<file path="config.mk">
export PLATFORM = sky130hd
export DESIGN_NAME = dbp_pwm_top
export DESIGN_NICKNAME = d
export VERILOG_FILES = /design/src/dbp_pkg.sv /design/src/dbp_tick_if.sv /design/src/dbp_prescaler.sv /design/src/dbp_pwm_top.sv
export SDC_FILE = /design/constraint.sdc
export NUM_CORES = 1
export LEC_CHECK = 0
export BUFFER_PORTS_ARGS = -buffer_cell sky130_fd_sc_hd__buf_4
export CAP_MARGIN = 20
export CORE_AREA = 3 3 116 118
export CTS_CLUSTER_SIZE = 24
export DETAILED_ROUTE_END_ITERATION = 7
export DIE_AREA = 0 0 119 121
export PLACE_DENSITY_LB_ADDON = 0.3
export SKIP_LAST_GASP = 1
export SLEW_MARGIN = 20
export SYNTH_ARGS = -nofsm -noshare
export SYNTH_HDL_FRONTEND = slang
export SYNTH_SLANG_ARGS = --single-unit
export TNS_END_PERCENT = 50
</file>
<file path="constraint.sdc">
create_clock -name pclk -period 3 [get_ports pclk]
set_clock_uncertainty 0.2 [all_clocks]
set_input_delay 0.15 -clock pclk [delete_from_list [all_inputs] [get_ports pclk]]
set_output_delay 0.15 -clock pclk [all_outputs]
set_load 0.02 [all_outputs]
</file>
<file path="src/dbp_pkg.sv">
/*
 * dbp_pkg: register map, field positions, reset values and prescaler
 * taps of the double buffered pwm channel.
 * assumes a 32-bit apb slave in which each register takes one aligned word.
 */
`default_nettype none

package dbp_pkg;

    // apb address width seen by the channel
    localparam int DBP_ADDR_W = 8;

    // register byte offsets
    localparam logic [7:0] DBP_OFS_CTRL = 8'h00;
    localparam logic [7:0] DBP_OFS_PERIOD = 8'h04;
    localparam logic [7:0] DBP_OFS_WIDTH = 8'h08;
    localparam logic [7:0] DBP_OFS_COUNTER = 8'h0C;
    localparam logic [7:0] DBP_OFS_PAIR = 8'h10;

    // field positions of the status, interrupt and control register
    localparam int DBP_BIT_EN = 0;
    localparam int DBP_BIT_POL = 1;
    localparam int DBP_CLK_LSB = 2;
    localparam int DBP_LVL_LSB = 5;
    localparam int DBP_BIT_LOAD = 8;
    localparam int DBP_BIT_FLAG = 15;

    // field positions of the coherent period/width pair register
    localparam int DBP_PAIR_PER_LSB = 16;
    localparam int DBP_PAIR_W_LSB = 0;

    // reset and preset values
    localparam logic [15:0] DBP_CNT_PRESET = 16'h0001;
    localparam logic [15:0] DBP_PER_RESET = 16'h0000;
    localparam logic [15:0] DBP_W_RESET = 16'h0000;
    localparam logic [2:0] DBP_CLK_RESET = 3'h0;
    localparam logic [2:0] DBP_LVL_RESET = 3'h0;

    // prescaler: divide by 2,4,8,16,32,64,128,512 as a power of two
    localparam int DBP_PS_W = 9;
    localparam logic [3:0] DBP_TAP_SHIFT [8] = '{
        4'h1, 4'h2, 4'h3, 4'h4, 4'h5, 4'h6, 4'h7, 4'h9
    };

endpackage

`default_nettype wire

</file>
<file path="src/dbp_tick_if.sv">
/*
 * dbp_tick_if: count clock select and count tick between the channel
 * and its prescaler.
 * assumes both ends run on the same system clock.
 */
`timescale 1ns/1ps
`default_nettype none

interface dbp_tick_if;
    logic [2:0] clk_sel;
    logic tick;

    // prescaler end
    modport src (
        input clk_sel,
        output tick
    );

    // channel end
    modport snk (
        output clk_sel,
        input tick
    );
endinterface

`default_nettype wire

</file>
<file path="src/dbp_prescaler.sv">
/*
 * dbp_prescaler: free running divider that gives a one-cycle count
 * enable at the selected tap.
 * assumes clk_sel comes from a register on pclk.
 */
`timescale 1ns/1ps
`default_nettype none

module dbp_prescaler
    import dbp_pkg::*;
(
    // clock and reset
    input wire logic pclk,
    input wire logic presetn,
    // tap select and tick
    dbp_tick_if.src tb
);

    typedef struct packed {
        logic [DBP_PS_W-1:0] cnt;
        logic tick;
    } dbp_ps_state_t;

    dbp_ps_state_t st_r;
    dbp_ps_state_t st_nxt;
    logic [DBP_PS_W:0] one_hot;
    logic [DBP_PS_W-1:0] mask;

    // mask of the low counter bits for the selected divide ratio
    always_comb begin
        one_hot = (DBP_PS_W+1)'(1) << DBP_TAP_SHIFT[tb.clk_sel];
        mask = DBP_PS_W'(one_hot - (DBP_PS_W+1)'(1));
    end

    // tick once each time the masked bits are all ones
    always_comb begin
        st_nxt = st_r;
        st_nxt.cnt = st_r.cnt + DBP_PS_W'(1);
        st_nxt.tick = ((st_r.cnt & mask) == mask);
    end

    // state register
    always_ff @(posedge pclk or negedge presetn) begin
        if (!presetn) begin
            st_r <= '0;
        end else begin
            st_r <= st_nxt;
        end
    end

    assign tb.tick = st_r.tick;

endmodule // dbp_prescaler

`default_nettype wire

</file>
<file path="src/dbp_pwm_top.sv">
/*
 * dbp_pwm_top: one double buffered pwm channel with its own 16-bit
 * counter, period and width comparators, output flip-flop, period flag
 * with interrupt level, freeze and an apb register slave.
 * assumes apb master on pclk; debug_freeze is asynchronous to pclk.
 */
`timescale 1ns/1ps
`default_nettype none

// Summary of operation
// - counter held at one in reset, disabled
// - enabled counter advances once per count tick
// - period match reloads counter with one
// - counter readable live, writes ignored
// - next period copied at boundary or load
// - period match sets output flip-flop
// - period value zero gives 65536 ticks
// - period value one matches every tick
// - next width copied at boundary or load
// - width match clears output, counter untouched
// - width zero holds output cleared
// - width at least period holds output set
// - zero period allows at most 65535 high
// - limit states change only at boundaries
// - pair write at boundary delays transfer
// - pair write mid-period only fills next
// - flag set at start of each period
// - flag requests interrupt at programmed level
// - freeze stops counter, resumes from value
// - clock select picks one of eight taps
// - disabled pin follows polarity bit
// - polarity selects flip-flop level or complement
module dbp_pwm_top
    import dbp_pkg::*;
(
    // clock and reset
    input wire logic pclk,
    input wire logic presetn,
    // apb slave
    input wire logic psel,
    input wire logic penable,
    input wire logic pwrite,
    input wire logic [DBP_ADDR_W-1:0] paddr,
    input wire logic [31:0] pwdata,
    input wire logic [3:0] pstrb,
    output logic [31:0] prdata,
    output logic pready,
    output logic pslverr,
    // debug freeze, asynchronous
    input wire logic debug_freeze,
    // pwm pin and interrupt request level
    output logic pwm_out,
    output logic [2:0] irq_level
);

    typedef struct packed {
        logic [15:0] cnt;
        logic [15:0] next_per;
        logic [15:0] next_w;
        logic [15:0] act_per;
        logic [15:0] act_w;
        logic out_ff;
        logic flag;
        logic en;
        logic output_polarity_bit;
        logic [2:0] clk_sel;
        logic [2:0] lvl;
        logic frz_s1;
        logic frz_s2;
        logic pin;
        logic [2:0] irq;
        logic [31:0] prdata;
        logic pready;
        logic pslverr;
    } dbp_state_t;

    localparam dbp_state_t ST_RESET = '{
        cnt: DBP_CNT_PRESET,
        next_per: DBP_PER_RESET,
        next_w: DBP_W_RESET,
        act_per: DBP_PER_RESET,
        act_w: DBP_W_RESET,
        out_ff: 1'b0,
        flag: 1'b0,
        en: 1'b0,
        output_polarity_bit: 1'b0,
        clk_sel: DBP_CLK_RESET,
        lvl: DBP_LVL_RESET,
        frz_s1: 1'b0,
        frz_s2: 1'b0,
        pin: 1'b0,
        irq: 3'h0,
        prdata: 32'h0000_0000,
        pready: 1'b0,
        pslverr: 1'b0
    };

    dbp_state_t st_r;
    dbp_state_t st_nxt;

    // prescaler link
    dbp_tick_if tick_bus ();

    dbp_prescaler u_prescaler (
        .pclk(pclk),
        .presetn(presetn),
        .tb(tick_bus.src)
    );

    assign tick_bus.clk_sel = st_r.clk_sel;

    // byte lane merge of a 16-bit register half
    function automatic logic [15:0] merge16(
        input logic [15:0] old_v,
        input logic [15:0] new_v,
        input logic [1:0] lanes
    );
        logic [15:0] r;
        r = old_v;
        if (lanes[0]) begin
            r[7:0] = new_v[7:0];
        end
        if (lanes[1]) begin
            r[15:8] = new_v[15:8];
        end
        return r;
    endfunction

    // decoded apb phases
    logic setup;
    logic wr_acc;
    logic mapped;
    logic [31:0] rd_word;

    // transfer and sequencing strobes
    logic load_req;
    logic pair_wr;
    logic flag_clr;
    logic cnt_tick;
    logic boundary;
    logic [15:0] new_per;
    logic [15:0] new_w;

    // apb phase decode; a write lands at the access edge with pready high
    always_comb begin
        setup = psel && !penable;
        wr_acc = psel && penable && pwrite && st_r.pready;
    end

    // address decode and read multiplexer
    always_comb begin
        mapped = 1'b1;
        rd_word = 32'h0000_0000;
        unique case (paddr)
            DBP_OFS_CTRL: begin
                rd_word[DBP_BIT_EN] = st_r.en;
                rd_word[DBP_BIT_POL] = st_r.output_polarity_bit;
                rd_word[DBP_CLK_LSB +: 3] = st_r.clk_sel;
                rd_word[DBP_LVL_LSB +: 3] = st_r.lvl;
                rd_word[DBP_BIT_FLAG] = st_r.flag;
            end
            DBP_OFS_PERIOD: begin
                rd_word[15:0] = st_r.next_per;
            end
            DBP_OFS_WIDTH: begin
                rd_word[15:0] = st_r.next_w;
            end
            DBP_OFS_COUNTER: begin
                rd_word[15:0] = st_r.cnt;
            end
            DBP_OFS_PAIR: begin
                rd_word[DBP_PAIR_PER_LSB +: 16] = st_r.next_per;
                rd_word[DBP_PAIR_W_LSB +: 16] = st_r.next_w;
            end
            default: begin
                mapped = 1'b0;
            end
        endcase
    end

    // count enable: prescaler tick, channel enabled, not frozen
    always_comb begin
        cnt_tick = tick_bus.tick && st_r.en && !st_r.frz_s2;
        boundary = cnt_tick && (st_r.cnt == st_r.act_per);
    end

    // next state of the whole channel
    always_comb begin
        st_nxt = st_r;
        load_req = 1'b0;
        pair_wr = 1'b0;
        flag_clr = 1'b0;
        new_per = st_r.next_per;
        new_w = st_r.next_w;

        // freeze synchroniser
        st_nxt.frz_s1 = debug_freeze;
        st_nxt.frz_s2 = st_r.frz_s1;

        // no wait state: answer in the first access cycle
        st_nxt.pready = setup;
        st_nxt.pslverr = setup && !mapped;
        if (setup && !pwrite) begin
            st_nxt.prdata = rd_word;
        end

        // register writes
        if (wr_acc) begin
            unique case (paddr)
                DBP_OFS_CTRL: begin
                    if (pstrb[0]) begin
                        st_nxt.en = pwdata[DBP_BIT_EN];
                        st_nxt.output_polarity_bit = pwdata[DBP_BIT_POL];
                        st_nxt.clk_sel = pwdata[DBP_CLK_LSB +: 3];
                        st_nxt.lvl = pwdata[DBP_LVL_LSB +: 3];
                    end
                    if (pstrb[1]) begin
                        load_req = pwdata[DBP_BIT_LOAD];
                        flag_clr = pwdata[DBP_BIT_FLAG];
                    end
                end
                DBP_OFS_PERIOD: begin
                    st_nxt.next_per = merge16(st_r.next_per,
                        pwdata[15:0], pstrb[1:0]);
                end
                DBP_OFS_WIDTH: begin
                    st_nxt.next_w = merge16(st_r.next_w,
                        pwdata[15:0], pstrb[1:0]);
                end
                DBP_OFS_PAIR: begin
                    // period in the high half, width in the low half
                    st_nxt.next_per = merge16(st_r.next_per,
                        pwdata[DBP_PAIR_PER_LSB +: 16], pstrb[3:2]);
                    st_nxt.next_w = merge16(st_r.next_w,
                        pwdata[DBP_PAIR_W_LSB +: 16], pstrb[1:0]);
                    pair_wr = (pstrb == 4'hF);
                end
                default: begin
                    // counter and unmapped writes have no effect
                    st_nxt.cnt = st_r.cnt;
                end
            endcase
        end

        // flag clear first so that a new period in the same cycle wins
        if (flag_clr) begin
            st_nxt.flag = 1'b0;
        end

        if (!st_r.en) begin
            // disabled: counter preset, active values track the next ones
            st_nxt.cnt = DBP_CNT_PRESET;
            st_nxt.act_per = st_r.next_per;
            st_nxt.act_w = st_r.next_w;
            st_nxt.out_ff = (st_r.next_w != 16'h0000);
        end else begin
            // immediate transfer on a load request
            if (load_req) begin
                st_nxt.act_per = st_r.next_per;
                st_nxt.act_w = st_r.next_w;
            end
            if (boundary) begin
                // a coherent pair write at the boundary keeps old values
                if (pair_wr) begin
                    new_per = st_r.act_per;
                    new_w = st_r.act_w;
                end
                st_nxt.act_per = new_per;
                st_nxt.act_w = new_w;
                st_nxt.cnt = DBP_CNT_PRESET;
                // a width of zero keeps the output low for the period
                st_nxt.out_ff = (new_w != 16'h0000);
                st_nxt.flag = 1'b1;
            end else if (cnt_tick) begin
                // width equal to period never clears: boundary has priority
                st_nxt.cnt = st_r.cnt + 16'h0001;
                if (st_r.cnt == st_r.act_w) begin
                    st_nxt.out_ff = 1'b0;
                end
            end
        end

        // pin: polarity bit alone while disabled
        if (st_nxt.en) begin
            st_nxt.pin = st_nxt.out_ff ^ st_nxt.output_polarity_bit;
        end else begin
            st_nxt.pin = st_nxt.output_polarity_bit;
        end

        // interrupt request level while the flag stands
        st_nxt.irq = st_nxt.flag ? st_nxt.lvl : 3'h0;
    end

    // state register
    always_ff @(posedge pclk or negedge presetn) begin
        if (!presetn) begin
            st_r <= ST_RESET;
        end else begin
            st_r <= st_nxt;
        end
    end

    // outputs straight from the state register
    assign prdata = st_r.prdata;
    assign pready = st_r.pready;
    assign pslverr = st_r.pslverr;
    assign pwm_out = st_r.pin;
    assign irq_level = st_r.irq;

endmodule // dbp_pwm_top

`default_nettype wire

</file>
## Word level (Yosys, flattened, before mapping)

Memories as Yosys holds them, arrays and structs flattened.
Cells that the tools add are included.

- Bits in registers: 140
- Memory bits (read-only): 32
- Output and inout port bits: 38
- Memories kept: 1

Memory list:

| memory | words | width | read ports | clocked after memory_dff | wr ports | RTL line | RTL |
|---|---|---|---|---|---|---|---|
| (no name shown) | 8 | 4 | 1 | 0 | 0 | dbp_prescaler.sv:31 | `one_hot = (DBP_PS_W+1)'(1) << DBP_TAP_SHIFT[tb.clk_sel];` |

- Add/sub/neg operators: 3
- Magnitude comparators: 1
- Equal/unequal tests: 15
- Shifts and indexed selects: 1
- Mux-type cells: 41
- Bitwise gates (word level): 3
- Reduce and logical (&&, ||, !) cells: 25

Operators by type and width:

| kind | count |
|---|---|
| $mux 16 | 8 |
| $mux 32 | 2 |
| $mux 8 | 7 |
| $mux 33 | 1 |
| $eq 16x16->1 | 2 |
| $pmux 16 s2 | 1 |
| $pmux 8 s4 | 1 |
| $reduce_bool 16->1 | 2 |
| $pmux 7 s3 | 1 |
| $add 16x1->16 const B | 1 |
| $eq 8x4->1 const B | 2 |
| $mux 1 | 16 |
| $add 9x1->9 const B | 1 |
| $and 9x9->9 | 1 |
| $eq 9x9->1 | 1 |
| $logic_and 1x1->1 | 9 |
| $reduce_and 3->1 | 3 |
| $shl 1x4->9 const A | 1 |
| $sub 9x1->9 const B | 1 |
| $eq 8x3->1 const B | 1 |
| $eq 8x5->1 const B | 1 |
| $logic_not 8->1 | 1 |
| $mux 4 | 2 |
| $ne 2x2->1 const B | 4 |
| other kinds (14) | 19 |

## Longest topological paths before layout

Gate-level depths: netlist of run 1.

- Depth after elaboration: 12
- Mapped depth: 13
- Gate-level depth less buffers: 11

## Cells and area by module

From an unflattened synthesis of run 1, not the netlist that was laid out.

- Cells, all modules: 680
- Area total of the unflattened synthesis: 7303.3 um^2

Modules (own cells, without submodules):

| module | instances | cells an instance | area each (um^2) |
|---|---|---|---|
| dbp_pwm_top | 1 | 617 | 6682.7 |
| dbp_prescaler | 1 | 63 | 620.6 |

## Worst setup path after synthesis of run 1

Ideal clock, no wire load.

- Kind: register to register
- Start: register st_r, in the netlist tick_bus.clk_sel[0]
- End: register u_prescaler.st_r, in the netlist u_prescaler.tb.tick
- Library setup time: 0.082 ns
- Data arrival time: 2.303 ns
- Data required time: 2.718 ns
- Setup slack: 0.415 ns
- Cell stages (with the launch flop): 12
- Buffers on the path: 2
- Period minus slack after synthesis: 2.585 ns
- Cell sequence: dfrtp_1 > ha_1 > clkbuf_1 > nand2b_1 > or3_1 > ha_1 > clkbuf_1 > nand2_1 > o21ai_0 > a22oi_1 > o221ai_1 > a31oi_1

RTL lines:

| item | RTL line | RTL |
|---|---|---|
| start: declaration | dbp_pwm_top.sv:98 | `dbp_state_t st_r;` |
| start signal: assignment | dbp_pwm_top.sv:299 | `st_r <= st_nxt;` |
| end signal: assignment | dbp_prescaler.sv:47 | `st_r <= st_nxt;` |
| end: declaration | dbp_prescaler.sv:24 | `dbp_ps_state_t st_r;` |

==> results.py, run 1 <==
metrics = {
    "critical_path": {
        "crit_required_ps": 3150,
        "crit_family": "adder cells",
        "cp_slowest_cell": "ha_1",
        "critPathMaxFanout": 9,
        "cp_data_arrival_time_ps": 2940,
        "criticalPathCategory": "register to register",
        "critPathBufInv": 0,
        "path_cells": "ha_1, nand2b_1, or3_1, ha_1, nand2_1, o21ai_0, a22oi_1, o221ai_1, a31oi_1",
        "cp_slowest_stage_delay_ps": 500,
        "crit_path_end_kind": "register",
        "cp_common_cell": "ha_1",
        "start_kind": "register",
    },
    "finish": {
        "layout.nets": 850,
        "layout-drive-gt1-share_pct": 27.10,
        "syn2layout_area_growth_pct": 21.43,
        "num_antenna_cells": 0,
        "fin_area_um2": 8917,
    },
    "power": {
        "p_leak_nw": 4.277,
        "power.total_mw": 4.409,
        "power_density_nw_per_um2": 494.5,
        "vdd_drop_max_mv": 0.5330,
    },
    "floorplan": {
        "core_um2": 12570,
        "initial_core_util_pct": 58.43,
        "row_count": 41,
        "fp.dieW_um": 119,
        "io_pins": 88,
        "dieArea_um2": 14400,
        "die_y_um": 121,
    },
    "clock_network": {
        "clk_path_buf_depth": 2,
        "cts-root-buf": "clkbuf_16",
        "clk_pin_slew_ps": 60,
        "cts_tree": "done",
        "cts_resized": 0,
        "cts_made_buffers": 17,
        "cts.sinks": 140,
        "htreeDepth": 4,
        "worstSkewPairLatency_ps": 430,
    },
    "synth": {
        "synthMuxAreaShare_pct": 14.84,
        "synth_area_leader_cell": "dfrtp_1",
        "synth_top_family_by_area": "multiplexers",
        "netlist_top_cells_area": "dfrtp_1 47%, mux2_2 8.9%, nand2_1 4.1%",
        "ys_seq_area_share_pct": 47.73,
        "synth_adder_area_share_pct": 0.8519,
        "synth_top_area_share_pct": 47.37,
        "syn_inst": 708,
        "synthArstFlopShare_pct": 100.0,
        "yosys_warnings": 0,
        "synth_xor_area_share_pct": 5.248,
        "syn_area_per_cell_um2": 10.37,
        "synth_common_cells": "139 x dfrtp_1, 80 x nand2_1, 58 x mux2_2",
        "synth.net_count": 763,
        "synth_edf_count": 0,
        "ys_types": 60,
        "yosys.area_share.simple_pct": 13.39,
        "synth_flop_cell": "dfrtp_1",
        "synth_compound_area_share_pct": 11.11,
        "yosysMostFrequentCell": "dfrtp_1",
        "synth_seq_cells": 140,
        "netlist_area_um2": 7343,
    },
    "global_routing": {
        "grt_max_degree": 112,
        "grt_pass1_vias": 5897,
        "antenna_found_initial": 0,
        "grt_pass1_wl_um": 31440,
        "grt_util_all_layers_pct": 28.25,
        "overflow": 0,
    },
    "route": {
        "vias_per_cell": 5.871,
        "routed_wirelength_um": 19360,
        "detail-route-antenna-nets": 0,
        "drt_first_pass_iters": 5,
        "drt_iter0_drc": 514,
        "drc": 0,
        "vias": 5754,
        "wl_per_cell_um": 19.75,
    },
    "sta": {
        "worst_slack_ps": 212.4,
        "tightestPinTransition_ps": 1018,
        "finalSetupViolations": 0,
        "fmax_ghz": 0.3587,
        "period_needed_ps": 2788,
        "drv_slew": 0,
        "period_share_pct": 92.92,
        "max_slew_margin_pct": 32.00,
        "rsz0062_at_grt": "false",
        "tns_ps": 0,
        "finalHoldViolations": 0,
    },
    "placed_design": {
        "place_ws_ps": 316.7,
        "io_buffers": 87,
        "gp_congestion": 0.9070,
        "dpl_cell_area_um2": 7948,
        "hpwl_um": 13390,
    },
    "run_status": {
        "outcome": "finished clean",
    },
    "job": {
        "drv_cap": 0,
    },
    "min_path": {
        "min_path_type": "input pin to register",
    },
}
registers in the layout, indices dropped and copies added, names as in the netlist:
name	count
u_prescaler.tb.tick	1
pready	1
irq_level	3
u_prescaler.st_r	9
tick_bus.clk_sel	3
pslverr	1
prdata	32
st_r	88
st_nxt	1
pwm_out	1
path summary, 6_finish.rpt:
path                                       endpoint  slack (ps)                start  depth (start not counted)
worst min register to register             st_r[38]         150           st_nxt[38]                          0
min in group asynchronous                 st_r[123]         230              presetn                          2
worst max register to register  u_prescaler.tb.tick         210  tick_bus.clk_sel[0]                          9
max in group asynchronous                 st_r[102]        1560              presetn                          3
worst min-delay path                     prdata[19]          50               pwrite                          4
worst max-delay path            u_prescaler.tb.tick         210  tick_bus.clk_sel[0]                          9
kinds of logic (layout without fill, tap and decap cells):
| group | Yosys count | count (layout) |
|---|---|---|
| fa+ha+maj | 5 | 5 |
| compound gates | 134 | 134 |
| flops | 140 | 140 |
| mux | 96 | 96 |
| simple gates | 198 | 198 |
| buf+inv | 91 | 191 |
| xor+xnor | 44 | 44 |
cells in the final DEF (no fill, tap or decap), types with 11 or more instances in the layout:
cell type / netlist / layout
buf_4: 35 / 112
a22oi_1: 11 / 11
a21oi_1: 28 / 28
nor2_1: 30 / 30
nor4_1: 14 / 14
xor2_1: 25 / 25
clkbuf_16: 0 / 17
mux2i_1: 17 / 17
nand3_1: 19 / 18
nand2_1: 80 / 80
dlygate4sd3_1: 0 / 37
mux2_2: 58 / 58
dfrtp_1: 139 / 139
o21ai_0: 54 / 54
mux2_1: 13 / 13
xnor2_1: 19 / 19
repair_timing:
action,in CTS,in global routing
hold buffers,37,0
hold endpoints to repair,153,0
buffers inserted,0,0
worst min-delay path: stages:
cell,delay (ps)
buf_4,90
nor2b_1,200
nand2_1,130
o21ai_0,60
through the flow:
step	util (%)	std cells	hold WS (ps)
detailed placement	63.24	911	65.09
global placement	63.24	911	62.54
global route	70.95	980	54.56
floorplan	-	708	-345.6
CTS	70.93	980	12.67
finish	70.95	980	47.60
layout make-up:
class | count | area, µm²
fill | 895 | 3651
sequential | 140 | 3505
multi-input combinational | 477 | 3342
timing repair buffer | 150 | 1225
clock buffer | 22 | 454.2
tap | 172 | 215.2
clock inverter | 10 | 142.6
inverter | 9 | 33.78
routing by layer:
metal	track usage, %	wire length [µm]
met1	35.11	7895
met2	47.55	9901
met3	6.807	1104
met4	11.51	453
met5	0	0
power by group:
part | switching [mW] | internal, mW
clock | 0.808 | 1.33
combinational | 0.169 | 0.153
sequential | 0.0355 | 1.91
No activity file was read; power rests on OpenSTA's default activity.
==> run 2: changes to the inputs <==
Settings changed: ABC_AREA set to 1, CORE_AREA 3 3 116 118 to 3 3 117 119, DIE_AREA 0 0 119 121 to 0 0 120 122.
==> run 2 against run 1 <==
Total power is 1.6% lower. Worst setup slack better by 30 ps. Synthesized cell count is 34% higher. Register-to-register slack better by 90 ps. Largest cell class unchanged. Non-clock buffer count is 2 higher. Maximum frequency is 1.1% higher. Sequential share of layout area is 1.2 points lower. Highest routed layer unchanged. Cell area is 3.1% higher. Via count is 23% higher. Sequential cell count stayed put. Utilization is 1.6 points higher. Critical path depth is 1 higher. Critical endpoint is now st_r[90].
==> results.py, run 2 <==
metrics = {
    "finish": {
        "layout_common_cells": "216 x nand2_1, 139 x dfrtp_1, 105 x o21ai_0, 102 x buf_4, 98 x inv_1",
        "layout.nets": 1103,
        "final_common_cell": "nand2_1",
        "top_register": "st_r",
        "layout-drive-gt1-share_pct": 15.65,
        "largest_reg_flops": 88,
        "num_antenna_cells": 0,
        "syn2layout_area_growth_pct": 22.39,
    },
    "global_routing": {
        "grt_util_all_layers_pct": 31.25,
        "grt_max_degree": 75,
        "grt_pass1_wl_um": 35150,
        "antenna_found_initial": 0,
        "grt_pass1_vias": 6675,
        "overflow": 0,
    },
    "synth": {
        "syn_inst": 949,
        "synthArstFlopShare_pct": 100.0,
        "netlist_area_um2": 7510,
        "synth_seq_cells": 140,
        "netlist_top_cells_area": "dfrtp_1 46%, nand2_1 11%, o21ai_0 7.0%",
        "synth_common_cells": "216 x nand2_1, 139 x dfrtp_1, 105 x o21ai_0",
        "synth_flop_cell": "dfrtp_1",
        "synth.net_count": 1004,
        "synth_edf_count": 0,
        "syn_area_per_cell_um2": 7.913,
        "ys_types": 39,
        "synth_top_area_share_pct": 46.32,
        "yosysMostFrequentCell": "nand2_1",
        "ys_seq_area_share_pct": 46.67,
        "synth_area_leader_cell": "dfrtp_1",
        "yosys_warnings": 0,
    },
    "clock_network": {
        "htreeDepth": 4,
        "clk_pin_slew_ps": 60,
        "cts_made_buffers": 17,
        "cts.sinks": 140,
        "cts_setup_buffers": 0,
        "cts_tree": "done",
        "cts-root-buf": "clkbuf_16",
        "worstSkewPairLatency_ps": 430,
        "clk_path_buf_depth": 2,
    },
    "critical_path": {
        "critPathMaxFanout": 15,
        "criticalPathCategory": "input pin to register",
        "worst-r2r-cell-count": 10,
        "start_kind": "input pin",
        "crit_required_ps": 3110,
        "cp_data_arrival_time_ps": 2870,
        "crit_path_end_kind": "register",
    },
    "power": {
        "p_sw_uw": 919.7,
        "swShare_pct": 21.19,
        "internal_power_mw": 3.421,
        "power.share.clock_pct": 50.7,
        "p_leak_nw": 4.443,
        "combPwrFrac_pct": 5.3,
        "vdd_drop_max_mv": 0.3642,
        "seq_power_share_pct": 44.0,
        "power_density_nw_per_um2": 472.2,
    },
    "sta": {
        "hold_ws_ps": 96.20,
        "max_slew_margin_pct": 51.28,
        "tightestPinTransition_ps": 730.0,
        "period_share_pct": 91.93,
        "drv_slew": 0,
        "period_needed_ps": 2758,
        "fmax_ghz": 0.3626,
        "tns_ps": 0,
        "finalSetupViolations": 0,
        "finalHoldViolations": 0,
        "rsz0062_at_grt": "false",
    },
    "route": {
        "drt_iter0_drc": 848,
        "drt_first_pass_iters": 6,
        "drc": 0,
        "vias": 7049,
        "detail-route-antenna-nets": 0,
        "vias_per_cell": 5.717,
        "routed_wirelength_um": 21760,
        "wl_per_cell_um": 17.64,
    },
    "min_path": {
        "hold_depth": 5,
        "min_path_type": "input pin to register",
    },
    "placed_design": {
        "gp_congestion": 0.9725,
        "io_buffers": 87,
        "hpwl_um": 15010,
    },
    "floorplan": {
        "initial_core_util_pct": 59.27,
        "row_count": 41,
        "io_pins": 88,
        "fp.dieW_um": 120,
        "dieArea_um2": 14640,
        "die_y_um": 122,
        "core_um2": 12670,
    },
    "run_status": {
        "outcome": "finished clean",
    },
    "job": {
        "drv_cap": 0,
    },
}
run 2: final cells by class:
cell class	count	area, µm²
clock inverter	11	167.7
multi-input combinational	631	3178
fill	974	3480
inverter	106	397.9
tap	172	215.2
clock buffer	21	450.4
timing repair buffer	152	1277
sequential	140	3505
run 2: path summary, 6_finish.rpt:
check,startpoint,endpoint,slack [ps]
worst max-delay path,paddr[5],st_r[90],240
worst max register to register,st_r[119],st_r[65],300
worst min-delay path,pstrb[0],st_r[104],100
worst min register to register,st_nxt[38],st_r[38],170
min in group asynchronous,presetn,prdata[30],120
max in group asynchronous,presetn,st_r[123],1750
run 2: power groups by stage:
stage / Clock, mW / Sequential [mW] / Combinational (mW)
6_report: 2.20 / 1.91 / 0.231
5_1_grt: 2.32 / 1.91 / 0.257
4_1_cts: 2.22 / 1.91 / 0.226
3_5_place_dp: 0 / 1.94 / 0.179
3_3_place_gp: 0 / 1.94 / 0.178
2_1_floorplan: 0 / 1.94 / 0.0602
run 2: cells by family (layout without fill, tap and decap cells):
family,count (synthesis),after routing,synth area share (%)
AOI/OAI and AO/OA,206,206,15.39
xor gates and xnor gates,32,32,3.732
adders and majority gates,5,5,0.8331
buffers and inverters,178,290,11.10
DFF,140,140,46.67
and+or+nand+nor,388,388,22.28
run 2: routing by layer:
metal	vias to the layer above	GRT usage (%)	share of wire [%]
li1	3300	-	-
met1	3333	41.99	41
met2	355	48.96	47
met3	61	6.917	8.8
met4	0	13.89	3.8
met5	-	0	0
run 2: through the flow:
step / util (%) / total power [mW] / setup WS (ps) / instance area, µm² / instances
finish: 72.54 / 4.341 / 242.0 / 9191 / 1233
global route: 72.54 / 4.480 / 30.51 / 9191 / 1233
CTS: 72.49 / 4.349 / 320.7 / 9185 / 1233
detailed placement: 63.82 / 2.119 / 409.2 / 8087 / 1153
global placement: 63.82 / 2.119 / 511.1 / 8087 / 1153
floorplan: - / 2.001 / 871.4 / 7510 / 949
run 2: worst max-delay path, cell delays in order:
cell	delay, ps
dlygate4sd3_1	570
buf_4	150
nor2_2	120
nand2_1	90
nor2_4	170
or2_2	360
nand3_1	440
nand2_1	170
o31ai_1	80
dlygate4sd3_1	560
run 2: timing repair:
action	in CTS	in global routing
hold buffers	48	0
resized for setup	0	0
endpoints found under the hold margin	126	0
==> run 3: changes to the inputs <==
Settings changed: CORE_AREA 3 3 117 119 to 3 3 118 120, DIE_AREA 0 0 120 122 to 0 0 121 123, SYNTH_HIERARCHICAL set to 1.
==> run 3 against run 2 <==
Die area increased by 1.7%. Utilization down 2.3 points. Routed wire length increased by 1.0%. Cell area is essentially flat. Largest power group unchanged. Hold slack worse by 88 ps. Critical path depth rose by 9. Count of clock-buffer cells in the layout is 2 higher. Sequential power about the same. Non-clock buffer count shrank 3. Critical endpoint is now pwm_out. Synthesized area rose by 1.5%. Synthesized cell count up 2.1%.
==> results.py, run 3 <==
metrics = {
    "sta": {
        "drv_slew": 0,
        "period_needed_ps": 2571,
        "rsz0062_at_grt": "false",
        "tns_ps": 0,
        "finalSetupViolations": 0,
        "period_share_pct": 85.71,
        "finalHoldViolations": 0,
        "fmax_ghz": 0.3889,
        "max_slew_margin_pct": 39.98,
        "tightestPinTransition_ps": 900.3,
    },
    "route": {
        "routed_wirelength_um": 21980,
        "detail-route-antenna-nets": 0,
        "drc": 0,
        "drt_iter0_drc": 598,
        "wl_per_cell_um": 17.59,
        "vias": 7018,
        "drt_first_pass_iters": 6,
        "vias_per_cell": 5.614,
    },
    "finish": {
        "num_antenna_cells": 0,
        "layout.nets": 1117,
        "top_register": "st_r",
        "layout-drive-gt1-share_pct": 15.36,
        "final_common_cell": "nand2_1",
        "layout_common_cells": "248 x nand2_1, 139 x dfrtp_1, 111 x inv_1, 106 x buf_4, 93 x o21ai_0",
        "fin_cells": 1250,
        "largest_reg_flops": 88,
        "syn2layout_area_growth_pct": 20.52,
    },
    "clock_network": {
        "clk_pin_slew_ps": 60,
        "clk_path_buf_depth": 2,
        "cts.sinks": 140,
        "cts_tree": "done",
        "worstSkewPairLatency_ps": 430,
        "cts_made_buffers": 17,
        "cts-root-buf": "clkbuf_16",
        "cts_setup_buffers": 0,
        "htreeDepth": 4,
    },
    "power": {
        "vdd_drop_max_mv": 0.5129,
        "power_density_nw_per_um2": 455.2,
        "p_leak_nw": 4.308,
        "power.total_mw": 4.182,
    },
    "synth": {
        "netlist_area_um2": 7622,
        "ys_types": 45,
        "synth_area_leader_cell": "dfrtp_1",
        "syn_area_per_cell_um2": 7.866,
        "yosysMostFrequentCell": "nand2_1",
        "synth_top_area_share_pct": 45.63,
        "ys_seq_area_share_pct": 45.98,
        "netlist_top_cells_area": "dfrtp_1 46%, nand2_1 12%, o21ai_0 6.1%",
        "synthArstFlopShare_pct": 100.0,
        "synth_seq_cells": 140,
        "yosys_warnings": 6,
        "synth_common_cells": "248 x nand2_1, 139 x dfrtp_1, 111 x inv_1",
        "synth_flop_cell": "dfrtp_1",
        "synth.net_count": 1024,
        "syn_inst": 969,
        "synth_edf_count": 0,
    },
    "floorplan": {
        "die_y_um": 123,
        "initial_core_util_pct": 58.25,
        "dieArea_um2": 14880,
        "row_count": 42,
        "fp.dieW_um": 121,
        "core_um2": 13090,
        "io_pins": 88,
    },
    "global_routing": {
        "grt_pass1_vias": 6719,
        "grt_max_degree": 70,
        "overflow": 0,
        "antenna_found_initial": 0,
        "grt_util_all_layers_pct": 30.98,
        "grt_pass1_wl_um": 35290,
    },
    "critical_path": {
        "r2r_start": "pready",
        "critPathMaxFanout": 18,
        "r2r_slack_ps": 430,
        "worst-r2r-cell-count": 17,
        "r2r-end": "pwm_out",
        "crit_start": "pwrite",
        "crit_required_ps": 3120,
        "cp_data_arrival_time_ps": 2690,
        "crit_end": "pwm_out",
        "criticalPathCategory": "input pin to register",
        "start_kind": "input pin",
        "crit_path_end_kind": "register",
    },
    "placed_design": {
        "io_buffers": 87,
        "hpwl_um": 14860,
        "gp_congestion": 0.9834,
        "placed_cells": 1178,
    },
    "job": {
        "drv_cap": 0,
    },
    "min_path": {
        "min_path_type": "input pin to async pin",
    },
    "run_status": {
        "outcome": "finished clean",
    },
}
run 3: changes by cell type in the layout (fill, tap and decap cells not counted), moves of 8 or more:
| cell | before | now |
|---|---|---|
| o211ai_1 | 6 | 19 |
| o22ai_1 | 22 | 6 |
| o21ai_1 | 16 | 27 |
| nand2_1 | 216 | 248 |
| nand3_1 | 56 | 48 |
| inv_1 | 98 | 111 |
| a21oi_1 | 28 | 16 |
| o21ai_0 | 105 | 93 |
run 3: where the power goes:
part	switching, mW	total, mW	internal [mW]
Combinational	0.119	0.223	0.104
Sequential	0.00924	1.91	1.90
Clock	0.818	2.05	1.23
Total	0.946	4.18	3.24
run 3: kinds of logic (layout without fill, tap and decap cells):
family | Yosys count | count (layout) | synth area share, %
adders and majority gates | 5 | 5 | 0.8207
buffers and inverters | 193 | 298 | 11.92
and+or+nand+nor | 409 | 409 | 23.06
DFF | 140 | 140 | 45.98
xor gates and xnor gates | 32 | 32 | 3.677
muxes | 3 | 3 | 0.4104
AOI/OAI and AO/OA | 187 | 187 | 14.13
run 3: how the worst min path moves through the flow:
| stage | endpoint | cells past startpoint | slack [ps] |
|---|---|---|---|
| 5_1_grt | st_r[59] | 2 | 30 |
| 3_5_place_dp | prdata[9] | 1 | -120 |
| 3_3_place_gp | prdata[9] | 1 | -120 |
| 2_1_floorplan | irq_level[0] | 0 | -350 |
| 6_report | st_r[74] | 2 | 9 |
| 4_1_cts | st_r[75] | 2 | 10 |
run 3: stage by stage:
| step | hold slack, ps | instance area [µm²] | util (%) | worst slack, ps |
|---|---|---|---|---|
| after detailed placement | -123.8 | 8205 | 62.71 | 511.5 |
| after floorplan | -345.6 | 7622 | - | 927.5 |
| after global routing | 26.40 | 9186 | 70.20 | 147.4 |
| after CTS | 11.66 | 9186 | 70.20 | 485.9 |
| after global placement | -119.6 | 8205 | 62.71 | 495.0 |
| final | 8.502 | 9186 | 70.20 | 428.7 |
run 3: critical path: stages:
cell	delay [ps]
dlygate4sd3_1	530
buf_4	120
nand2_1	50
inv_1	90
nand2_4	100
nor2_4	420
nand2_4	250
nand2_1	150
nand2_1	60
nor2_1	100
nand2_1	60
nor2_1	150
nand2_1	70
nand2_1	50
nand2_1	110
nand2_1	80
nand2_1	60
nand2_1	60
inv_1	30
run 3: layer usage:
layer	global-route usage [%]	up-vias	share of wire, %
li1	-	3284	-
met1	42.82	3289	42
met2	47.66	386	45
met3	6.770	59	9.2
met4	13.03	0	3.4
met5	0	-	0
run 3: cell type report:
| type | instances | area [µm²] |
|---|---|---|
| Timing Repair Buffer | 149 | 1237 |
| Tap cell | 176 | 220.2 |
| Clock inverter | 8 | 82.58 |
| Clock buffer | 23 | 488.0 |
| Multi-Input combinational cell | 636 | 3209 |
| Fill cell | 1019 | 3899 |
| Inverter | 118 | 444.2 |
| Sequential cell | 140 | 3505 |
run 3: timing repair:
action	CTS	global route
hold endpoints to repair	191	0
gates resized for setup	0	0
hold buffers	41	0
setup endpoints to repair	0	0
